## config.mk

```make
export PLATFORM = sky130hd
export DESIGN_NAME = bxd_direction_ctrl
export DESIGN_NICKNAME = d
export VERILOG_FILES = /design/src/bxd_pkg.sv /design/src/bxd_direction_ctrl.sv
export SDC_FILE = /design/constraint.sdc
export NUM_CORES = 1
export LEC_CHECK = 0
export BUFFER_PORTS_ARGS = -buffer_cell sky130_fd_sc_hd__buf_2
export CORE_AREA = 2 2 102 104
export DETAILED_ROUTE_END_ITERATION = 12
export DIE_AREA = 0 0 104 106
export GPL_TIMING_DRIVEN = 0
export PLACE_DENSITY_LB_ADDON = 0.05
export SYNTH_ARGS = -nofsm -noshare
export SYNTH_HDL_FRONTEND = slang
export SYNTH_SLANG_ARGS = --single-unit
```

## constraint.sdc

```tcl
create_clock -name clk -period 4.6 [get_ports clk]
set_input_delay 0.69 -clock clk [delete_from_list [all_inputs] [get_ports clk]]
set_output_delay 0.69 -clock clk [all_outputs]
set_load 0.02 [all_outputs]
```

## src/bxd_pkg.sv

```systemverilog
// Package for the bus extender direction control block: types and constants
package bxd_pkg;

    // ************************************************************
    // Timing
    // ************************************************************
    localparam int CLK_PERIOD_NS   = 50;
    localparam int IDY_REPLY_NS    = 200;                 // Longest time to answer identify
    localparam int IDY_REPLY_CYC   = (IDY_REPLY_NS / CLK_PERIOD_NS < 1) ? 1 : IDY_REPLY_NS / CLK_PERIOD_NS;
    localparam int PP_HOLD_NS      = 2000;                // Remote poll settle time
    localparam int PP_HOLD_CYC     = (PP_HOLD_NS + CLK_PERIOD_NS - 1) / CLK_PERIOD_NS;

    // ************************************************************
    // Reset values and switch encodings
    // ************************************************************
    localparam logic MODE_CTRL_CAPABLE = 1'h0;             // Switch open selects controller-capable
    localparam logic PP_BUFFERED       = 1'h0;             // Switch open selects buffered replies
    localparam logic [7:0] PPR_RESET   = 8'h00;

    // Parallel poll sequencing
    typedef enum logic [2:0] {
        PP_IDLE = 3'b001,
        PP_WAIT = 3'b010,
        PP_DONE = 3'b100
    } bxd_pp_e;

    // Lines of one GPIB side
    typedef struct packed {
        logic       ifc;
        logic       ren;
        logic       atn;
        logic       srq;
        logic       eoi;
        logic       dav;
        logic       nrfd;
        logic       ndac;
        logic [7:0] dio;
    } bxd_bus_s;

    // Local/remote states
    typedef struct packed {
        logic sysCtl;
        logic actCtl;
        logic source;
    } bxd_state_s;

endpackage

```

## src/bxd_direction_ctrl.sv

```systemverilog
// Direction and state control of one bus extender unit
`timescale 1ns/10ps
// What this block does
// - Local state here always pairs with matching remote state in the twin unit
// - Two modes, controller-capable and talk-only, chosen by a static switch
// - Switches open give controller-capable mode and buffered poll replies
// - Controller mode resolves IFC first, then ATN, then DAV
// - After reset in controller-capable mode no state is active until IFC appears on a side
// - Local IFC sets local system controller; IFC and REN go to twin
// - Local ATN sets local active controller; ATN out, SRQ in
// - Local DAV sets local source; DAV and data out, NRFD and NDAC in
// - When the source side changes, states and directions follow
// - Talk-only keeps controller states off, IFC REN ATN SRQ unused
// - Talk-only fixes directions at the first DAV
// - Poll reply handling buffered or unbuffered by static switch
// - Buffered mode answers identify within 200 ns from the stored buffer
// - Buffered mode also forwards the poll and returns the remote reply
// - Buffer loads the remote reply when local identify ends
// - Unbuffered mode passes identify through and returns reply directly
// - Twins may use different poll modes if controllers share a side
// - Power-on reset clears every state flip-flop
// - While a local poll is relayed, local NRFD is held asserted
// - After controller found and before source, NDAC true and NRFD false
module bxd_direction_ctrl (
    input  wire logic              clk,
    input  wire logic              sys_rst,        // Power-on reset pulse, held until both units are up
    input  wire logic              modeSwitch,     // 1: talk-only mode
    input  wire logic              ppSwitch,       // 1: unbuffered poll replies
    input  wire bxd_pkg::bxd_bus_s localIn,        // Levels seen on the local GPIB, active high
    input  wire bxd_pkg::bxd_bus_s linkIn,         // Levels received from the twin unit
    input  wire bxd_pkg::bxd_state_s twinLocal,    // Local states reported by the twin
    input  wire logic              twinPollDone,   // Twin has the remote poll reply ready
    output bxd_pkg::bxd_bus_s      localOut,       // Levels driven on the local GPIB
    output bxd_pkg::bxd_bus_s      localOe,        // Per-line drive enables, local GPIB
    output bxd_pkg::bxd_bus_s      linkOut,        // Levels sent to the twin
    output bxd_pkg::bxd_bus_s      linkOe,         // Per-line drive enables toward the twin
    output bxd_pkg::bxd_state_s    localState,     // Own local states, sent to the twin
    output bxd_pkg::bxd_state_s    remoteState,    // Own remote states
    output logic                   pollDone        // Remote poll answered, reported to twin
);

    // ************************************************************
    // Input synchronisers
    // ************************************************************
    bxd_pkg::bxd_bus_s   locS1_q, locS2_q, lnkS1_q, lnkS2_q;
    bxd_pkg::bxd_state_s twS1_q, twS2_q;
    logic [3:0]          cfgS1_q, cfgS2_q;

    // Every outside level passes two flops before use
    always_ff @(posedge clk or posedge sys_rst) begin
        if (sys_rst) begin
            locS1_q <= '0;
            locS2_q <= '0;
            lnkS1_q <= '0;
            lnkS2_q <= '0;
            twS1_q  <= '0;
            twS2_q  <= '0;
            cfgS1_q <= '0;
            cfgS2_q <= '0;
        end else begin
            locS1_q <= localIn;
            locS2_q <= locS1_q;
            lnkS1_q <= linkIn;
            lnkS2_q <= lnkS1_q;
            twS1_q  <= twinLocal;
            twS2_q  <= twS1_q;
            cfgS1_q <= {twinPollDone, 1'h0, ppSwitch, modeSwitch};
            cfgS2_q <= cfgS1_q;
        end
    end

    logic talkOnly;
    logic unbuffered;
    logic twinDone;
    assign talkOnly   = (cfgS2_q[0] != bxd_pkg::MODE_CTRL_CAPABLE);
    assign unbuffered = (cfgS2_q[1] != bxd_pkg::PP_BUFFERED);
    assign twinDone   = cfgS2_q[3];

    // Previous levels for edge detection
    logic ifcPrev_q, atnPrev_q, davPrev_q;
    always_ff @(posedge clk or posedge sys_rst) begin
        if (sys_rst) begin
            ifcPrev_q <= 1'h0;
            atnPrev_q <= 1'h0;
            davPrev_q <= 1'h0;
        end else begin
            ifcPrev_q <= locS2_q.ifc;
            atnPrev_q <= locS2_q.atn;
            davPrev_q <= locS2_q.dav;
        end
    end

    logic ifcRise, atnRise, davRise, atnEdge;
    assign ifcRise = locS2_q.ifc & ~ifcPrev_q;
    assign atnRise = locS2_q.atn & ~atnPrev_q;
    assign davRise = locS2_q.dav & ~davPrev_q;
    assign atnEdge = locS2_q.atn ^ atnPrev_q;

    // ************************************************************
    // Local and remote state flip-flops
    // ************************************************************
    bxd_pkg::bxd_state_s loc_q, rem_q;
    bxd_pkg::bxd_pp_e    pp_q;
    logic                ctlFound;
    logic                pollActive;
    logic                remPoll;
    assign ctlFound   = talkOnly | loc_q.actCtl | rem_q.actCtl;
    assign pollActive = (pp_q != bxd_pkg::PP_IDLE);
    assign remPoll    = rem_q.actCtl & lnkS2_q.atn & lnkS2_q.eoi;

    // System controller: local edge wins, twin's claim moves us remote
    always_ff @(posedge clk or posedge sys_rst) begin
        if (sys_rst) begin
            loc_q.sysCtl <= 1'h0;
            rem_q.sysCtl <= 1'h0;
        end else if (talkOnly) begin
            loc_q.sysCtl <= 1'h0;
            rem_q.sysCtl <= 1'h0;
        end else if (ifcRise) begin
            loc_q.sysCtl <= 1'h1;
            rem_q.sysCtl <= 1'h0;
        end else if (twS2_q.sysCtl) begin
            loc_q.sysCtl <= 1'h0;
            rem_q.sysCtl <= 1'h1;
        end
    end

    // Active controller: only once a system controller is located
    always_ff @(posedge clk or posedge sys_rst) begin
        if (sys_rst) begin
            loc_q.actCtl <= 1'h0;
            rem_q.actCtl <= 1'h0;
        end else if (talkOnly || !(loc_q.sysCtl || rem_q.sysCtl)) begin
            loc_q.actCtl <= 1'h0;
            rem_q.actCtl <= 1'h0;
        end else if (atnRise && !rem_q.actCtl) begin
            loc_q.actCtl <= 1'h1;
        end else if (twS2_q.actCtl) begin
            loc_q.actCtl <= 1'h0;
            rem_q.actCtl <= 1'h1;
        end
    end

    // Source: cleared on ATN change outside talk-only, local poll or remote poll; ordered after controller
    always_ff @(posedge clk or posedge sys_rst) begin
        if (sys_rst) begin
            loc_q.source <= 1'h0;
            rem_q.source <= 1'h0;
        end else if (!ctlFound || (!talkOnly && atnEdge) || pollActive || remPoll) begin
            loc_q.source <= 1'h0;
            rem_q.source <= 1'h0;
        end else if (talkOnly && (loc_q.source || rem_q.source)) begin
            loc_q.source <= loc_q.source;                            // direction fixed
            rem_q.source <= rem_q.source;
        end else if (davRise && !lnkS2_q.dav && !rem_q.source) begin
            loc_q.source <= 1'h1;
        end else if (twS2_q.source && !locS2_q.dav) begin
            loc_q.source <= 1'h0;
            rem_q.source <= 1'h1;
        end
    end

    // ************************************************************
    // Parallel poll sequencing and reply buffer
    // ************************************************************
    logic idy;
    logic [7:0] ppr_q;
    assign idy = locS2_q.atn & locS2_q.eoi & loc_q.actCtl;

    // Hold poll toward twin until reply back and local identify over
    always_ff @(posedge clk or posedge sys_rst) begin
        if (sys_rst) begin
            pp_q <= bxd_pkg::PP_IDLE;
        end else begin
            case (pp_q)
                bxd_pkg::PP_IDLE: begin
                    if (idy) begin
                        pp_q <= bxd_pkg::PP_WAIT;
                    end
                end
                bxd_pkg::PP_WAIT: begin
                    if (twinDone && !idy) begin
                        pp_q <= bxd_pkg::PP_DONE;
                    end
                end
                bxd_pkg::PP_DONE: begin
                    if (!twinDone) begin
                        pp_q <= bxd_pkg::PP_IDLE;
                    end
                end
                default: pp_q <= bxd_pkg::PP_IDLE;
            endcase
        end
    end

    // Latch remote reply as identify ends; buffer reflects the previous poll
    always_ff @(posedge clk or posedge sys_rst) begin
        if (sys_rst) begin
            ppr_q <= bxd_pkg::PPR_RESET;
        end else if (pp_q == bxd_pkg::PP_WAIT && twinDone && !idy) begin
            ppr_q <= lnkS2_q.dio;
        end
    end

    // Remote poll: wait the settle time, then report the reply ready
    logic [$clog2(bxd_pkg::PP_HOLD_CYC + 1) - 1:0] ppCnt_q;
    always_ff @(posedge clk or posedge sys_rst) begin
        if (sys_rst) begin
            ppCnt_q <= '0;
        end else if (!remPoll) begin
            ppCnt_q <= '0;
        end else if (ppCnt_q != bxd_pkg::PP_HOLD_CYC[$bits(ppCnt_q) - 1:0]) begin
            ppCnt_q <= ppCnt_q + 1'h1;
        end
    end

    // ************************************************************
    // Output steering, all registered
    // ************************************************************
    bxd_pkg::bxd_bus_s lo_d, loe_d, xo_d, xoe_d;
    always_comb begin
        lo_d  = '0;
        loe_d = '0;
        xo_d  = '0;
        xoe_d = '0;
        // IFC and REN flow from the system controller's side
        xo_d.ifc  = locS2_q.ifc;
        xo_d.ren  = locS2_q.ren;
        xoe_d.ifc = loc_q.sysCtl;
        xoe_d.ren = loc_q.sysCtl;
        lo_d.ifc  = lnkS2_q.ifc;
        lo_d.ren  = lnkS2_q.ren;
        loe_d.ifc = rem_q.sysCtl;
        loe_d.ren = rem_q.sysCtl;
        // ATN out, SRQ back; poll keeps ATN and EOI asserted until answered
        xo_d.atn  = locS2_q.atn | (pp_q == bxd_pkg::PP_WAIT);
        xo_d.eoi  = (pp_q == bxd_pkg::PP_WAIT) | (loc_q.source & locS2_q.eoi);
        xoe_d.atn = loc_q.actCtl;
        xoe_d.eoi = loc_q.actCtl | loc_q.source;
        lo_d.srq  = lnkS2_q.srq;
        loe_d.srq = loc_q.actCtl;
        xo_d.srq  = locS2_q.srq;
        xoe_d.srq = rem_q.actCtl;
        lo_d.atn  = lnkS2_q.atn;
        lo_d.eoi  = lnkS2_q.eoi;
        loe_d.atn = rem_q.actCtl;
        loe_d.eoi = rem_q.actCtl | rem_q.source;
        // Handshake: source side sends DAV and data, receives NRFD and NDAC
        xo_d.dav  = locS2_q.dav;
        xoe_d.dav = loc_q.source;
        lo_d.dav  = lnkS2_q.dav;
        loe_d.dav = rem_q.source;
        xo_d.nrfd = locS2_q.nrfd;
        xo_d.ndac = locS2_q.ndac;
        xoe_d.nrfd = rem_q.source;
        xoe_d.ndac = rem_q.source;
        if (pollActive) begin
            lo_d.nrfd  = 1'h1;
            loe_d.nrfd = 1'h1;
        end else if (loc_q.source) begin
            lo_d.nrfd  = lnkS2_q.nrfd;
            lo_d.ndac  = lnkS2_q.ndac;
            loe_d.nrfd = 1'h1;
            loe_d.ndac = 1'h1;
        end else if (ctlFound) begin
            lo_d.ndac  = 1'h1;                                       // NRFD left passive
            loe_d.ndac = 1'h1;
        end
        // Local data: poll reply while polled, else remote source data
        if (pp_q == bxd_pkg::PP_WAIT && !unbuffered) begin
            lo_d.dio  = ppr_q;
            loe_d.dio = 8'hff;
        end else if (pollActive || (rem_q.source && !remPoll)) begin
            lo_d.dio  = lnkS2_q.dio;
            loe_d.dio = 8'hff;
        end
        // Link data: remote poll reply or own source data
        xo_d.dio = locS2_q.dio;
        if (remPoll || (loc_q.source && !pollActive)) begin
            xoe_d.dio = 8'hff;
        end
        // Remote poll is replayed onto this unit's bus
        if (remPoll) begin
            lo_d.atn  = 1'h1;
            lo_d.eoi  = 1'h1;
            loe_d.eoi = 1'h1;
        end
    end

    // Register every output
    always_ff @(posedge clk or posedge sys_rst) begin
        if (sys_rst) begin
            localOut    <= '0;
            localOe     <= '0;
            linkOut     <= '0;
            linkOe      <= '0;
            localState  <= '0;
            remoteState <= '0;
            pollDone    <= 1'h0;
        end else begin
            localOut    <= lo_d;
            localOe     <= loe_d;
            linkOut     <= xo_d;
            linkOe      <= xoe_d;
            localState  <= loc_q;
            remoteState <= rem_q;
            pollDone    <= (ppCnt_q == bxd_pkg::PP_HOLD_CYC[$bits(ppCnt_q) - 1:0]);
        end
    end

endmodule

```

[Word level (Yosys, flattened, before mapping)]
Cells that the tools add are included.
Storage, ports and cells
  register bits: 159
  word-level logic and storage cells: 200
  output and inout bits: 71
  bits of input ports: 40
Cells by class
  muxes and demuxes: 43
  equality and inequality tests: 13
  $add $sub $neg: 1
  bitwise gates (word level): 18
  reductions and logical operators: 40
Operator list (number)
  8-bit 2-to-1 mux: 5
  1-bit 2-to-1 mux: 32
  1-bit logical AND: 12
  6-bit 2-to-1 mux: 2
  2-bit != test, second input constant: 6
  1-bit zero test: 11
  3-bit 2-to-1 mux: 3
  3-bit case mux with 3 select lines: 1
  3-bit nonzero test: 3
  1-bit AND: 8
  1-bit logical OR: 8
  6-bit by 1-bit adder with 6-bit output, second input constant: 1
  6-bit equality test, second input constant: 1
  6-bit != test, second input constant: 1
  1-bit bitwise OR: 6
  3-bit AND reduction: 2
  2-bit AND reduction: 2
  2-bit nonzero test: 2
  3-bit by 1-bit equality test with 1-bit output, second input constant: 1
  3-bit by 2-bit equality test with 1-bit output, second input constant: 1
  3-bit equality test, second input constant: 1
  3-bit by 1-bit != test with 1-bit output, second input constant: 1
  1-bit NOT: 3
  2-bit by 1-bit != test with 1-bit output, second input constant: 1
  1-bit bitwise XOR: 1

[Depth between registers and ports, before layout]
  depth after elaboration: 8
  mapped depth: 5
  mapped depth without buffers: 5

[Worst setup path before layout]
Ideal clock, no wire load.
  kind: reg-to-output
  start: register linkOe[6] (netlist name)
  end: output port linkOe[1] in the netlist's numbering
  arrival time: 0.721 ns
  required time: 3.910 ns
  path buffers: 1
  slack: 3.189 ns
  cell stages (with the launch flop): 2
  path through: dfrtp_1 buf_4
RTL lines
  end: declaration: line bxd_direction_ctrl.sv:36  | output bxd_pkg::bxd_bus_s linkOe,

==> flow_summary_export.csv <==
group,metric,value,unit
routing,vias_per_cell,4.36,
global_route,grt_max_degree,95,
sta,drv_slew,0,
sta,fin_setup_tns,0,ps
power_and_ir_drop,max-vdd-ir-drop,0.284,mV
clock_tree,tritoncts,"done",
setup_path,crit_arrival,1250,ps
cells_and_area,fillers,837,
logic_synthesis,yosys.area_share.adder,0.819,%
die,fp.coreArea,10000,um2
clock_tree,clockBufferDepth,2,
power_and_ir_drop,power_leakage,3.01,nW
setup_path,cp.required,3910,ps
placement,portBuffers,110,
sta,finalHoldViolCount,0,
logic_synthesis,muxShareOfSynthArea,1.97,%
routing,drcViolationCount,0,
sta,fin_worst_skew,10.8,ps
die,die_area,11000,um2
power_and_ir_drop,switchingPower,0.657,mW
routing,dr.pass1.iters,4,
sta,setup_viol,0,
logic_synthesis,yosys.area_share.simple,7.94,%
sta,rsz0062_at_grt,"no",
routing,routed_wl,7.15,mm
clock_tree,clk_transition_reported_paths,60,ps
min_path,hold_path_class,"input pin to async pin",
setup_path,start_kind,"flip-flop",
power_and_ir_drop,combPwrFrac,6.6,%
power_and_ir_drop,pwr-share-seq,48.6,%
clock_tree,cts_buffers,17,
logic_synthesis,synth_xor_xnor_area_share,0.573,%
logic_synthesis,synth-compound-area-share,3.82,%
global_route,antenna_found_initial,0,
clock_tree,htreeDepth,4,
sta,finalCritPeriodShare,42.2,%
clock_tree,cts-resized-gates,0,
power_and_ir_drop,p_sw_share,23.4,%
power_and_ir_drop,fin_total_pwr,2.81,mW
placement,routabilityCongestion,0.771,
routing,vias,2475,
status,status,"finished clean",
cells_and_area,fin_cells,568,
placement,dp_hpwl,4.57,mm
power_and_ir_drop,p_clk_share,44.8,%
cells_and_area,area_growth,28.7,%
power_and_ir_drop,p_int,2.15,mW
logic_synthesis,ys_seq_elements,145,
logic_synthesis,synth_area,4580,um2
die,die_h,106,um
placement,dpl.cell_count,536,
die,rows,37,
die,dieWidth,104,um
sta,max_slew_margin,42.5,%
clock_tree,cts_hold_buf,0,
cells_and_area,drive_above_1_share,44.2,%
routing,ant_nets,0,
sta,max_freq,516,MHz
global_route,grt_pass1_vias,2497,
global_route,grt_util_all_layers,14.4,%
setup_path,crit_type,"flip-flop to primary output",
job,maxCapViolCount,0,
clock_tree,clock-root-buffer,"clkbuf_8",
sta,min_period,1940,ps
routing,drt_iter0_markers,65,
cells_and_area,num_antenna_cells,0,
setup_path,cp_max_fo,8,
logic_synthesis,synth.distinct_cells,42,
sta,worst_pin_slew,860,ps
logic_synthesis,synth.avg_cell_area,15.9,um2
sta,hold_slack,216,ps
die,initial_core_util,45.8,%
power_and_ir_drop,pwr_density_cell,476,nW/um2
clock_tree,clock-sinks,145,
logic_synthesis,yosys_warnings,0,
cells_and_area,nets,462,
setup_path,endpoint_kind,"primary output",
clock_tree,post-cts-setup-buffer-count,0,
routing,wire_per_inst,12.6,um
logic_synthesis,syn_nets,332,
die,io_pins,111,
clock_tree,clk_latency,500,ps
global_route,grt_pass1_wl,12.0,mm
logic_synthesis,netlist_instances,289,
global_route,overflow,0,
logic_synthesis,ys_seq_area_share,79.2,%
logic_synthesis,synth_top_family_by_area,"simple AND/OR/NAND/NOR gates",
-- critical path, stage by stage, from the launching register on --
cell     delay, ps
dfrtp_1        450
buf_4          160
buf_2          150
-- registers in the layout, indices dropped and copies added (netlist names), 4 cells and up --
| name | count |
|---|---|
| linkOut | 16 |
| lnkS1_q | 16 |
| lnkS2_q | 16 |
| locS1_q | 16 |
| locS2_q | 16 |
| localOe | 4 |
| localOut | 16 |
| ppCnt_q | 6 |
| ppr_q | 8 |
-- power by group through the flow --
| stage | Sequential, mW | Combinational (mW) | Clock [mW] |
|---|---|---|---|
| global placement | 1.39 | 0.184 | 0 |
| global route | 1.37 | 0.203 | 1.36 |
| finish | 1.36 | 0.185 | 1.26 |
| floorplan | 1.41 | 0.0884 | 0 |
| CTS | 1.37 | 0.190 | 1.30 |
| detailed placement | 1.39 | 0.189 | 0 |
-- cells by family (layout without fill, tap and decap cells) --
group | Yosys count | after routing
AO/OA/AOI/OAI | 29 | 29
AND/OR/NAND/NOR | 60 | 60
multiplexers | 8 | 8
flip-flops | 145 | 145
XOR/XNOR | 3 | 3
buffers and inverters | 41 | 184
adder cells (fa/ha/maj) | 3 | 3
-- placed cells by master (no fill, tap or decap), types with 2 or more instances in the layout --
master / Yosys / routed
ha_1: 3 / 3
clkinvlp_4: 0 / 4
nor3b_4: 2 / 2
dfrtp_1: 144 / 144
nand2b_1: 2 / 2
or2_2: 3 / 3
clkbuf_16: 0 / 16
o21a_1: 2 / 2
nor3b_1: 2 / 2
or2b_1: 3 / 3
buf_2: 0 / 110
buf_4: 28 / 28
o21ai_0: 3 / 3
nor2_1: 5 / 5
clkinv_4: 0 / 3
inv_1: 10 / 9
nor3_1: 2 / 2
nand2_1: 23 / 23
nand3_1: 5 / 5
xor2_1: 2 / 2
mux2_2: 8 / 8
clkbuf_8: 0 / 2
clkbuf_1: 2 / 3
inv_6: 0 / 4
nor2b_1: 2 / 2
a21oi_1: 16 / 16
-- per-stage QoR --
step / util, % / cell area (um2) / setup WS [ps]
after floorplan: - / 4580 / 17.0
after global placement: 53.0 / 5300 / -1380
after detailed placement: 53.4 / 5340 / 2840
after CTS: 59.0 / 5900 / 2620
after global routing: 59.0 / 5900 / 2570
final: 59.0 / 5900 / 2660
-- cell usage after synthesis (all sizes together) --
cell type  instances  share of area, %
nand2b             2              0.27
o22ai              1              0.14
nor2               5              0.41
xnor2              1              0.19
or2b               3              0.49
o31a               1              0.19
and3               1              0.14
and2               1              0.14
nor3b              4               1.1
clkbuf             3              0.27
nor4b              2              0.52
a31oi              1              0.14
nand2             23               1.9
o21ai              3              0.33
and4bb             1              0.27
o211ai             1              0.16
mux2               8               2.0
and2b              1              0.16
nor2b              2              0.27
o211a              1              0.22
or3                1              0.14
nor3               2              0.22
inv               10              0.82
a21oi             16               1.7
a21boi             2              0.41
xor2               2              0.38
o21a               2              0.33
or3b               1              0.19
buf               28               4.6
nand3              6              0.93
ha                 3              0.82
dfrtp            144                79
nand4              1              0.14
or4b               1              0.22
dfstp              1              0.57
or2                3              0.41
a21o               1              0.16
-- metal layers --
metal	vias to the layer above	GRT usage [%]	wire, um	share of wire, %
li1	1178	-	-	-
met1	1206	18.1	3210	45
met2	87	21.9	3370	47
met3	4	6.07	495	6.9
met4	0	6.66	71	0.99
met5	-	0	0	0
-- path summary, 6_finish.rpt --
path,from,to,slack (ps),depth (start not counted)
setup reg to reg,pp_q[0],localOut[7],2870,3
hold reg to reg,lnkS2_q[12],localOut[12],340,0
hold / removal,sys_rst,linkOut[9],220,2
min in group clk,ppSwitch,cfgS1_q[1],290,1
setup / recovery,localOe[6],localOe[2],2660,2
max in group asynchronous,sys_rst,ppCnt_q[1],3600,3
-- cell type report --
cell class	count	area, um2	share of cell area (%)
sequential	145	3630	61.6
inverter	10	42.5	0.721
clock inverter	13	129	2.19
timing repair buffer	111	578	9.80
clock buffer	19	432	7.32
multi-input combinational	103	693	11.8
tap	136	170	2.89
buffer	31	223	3.78
(Power assumes the default switching activity.)
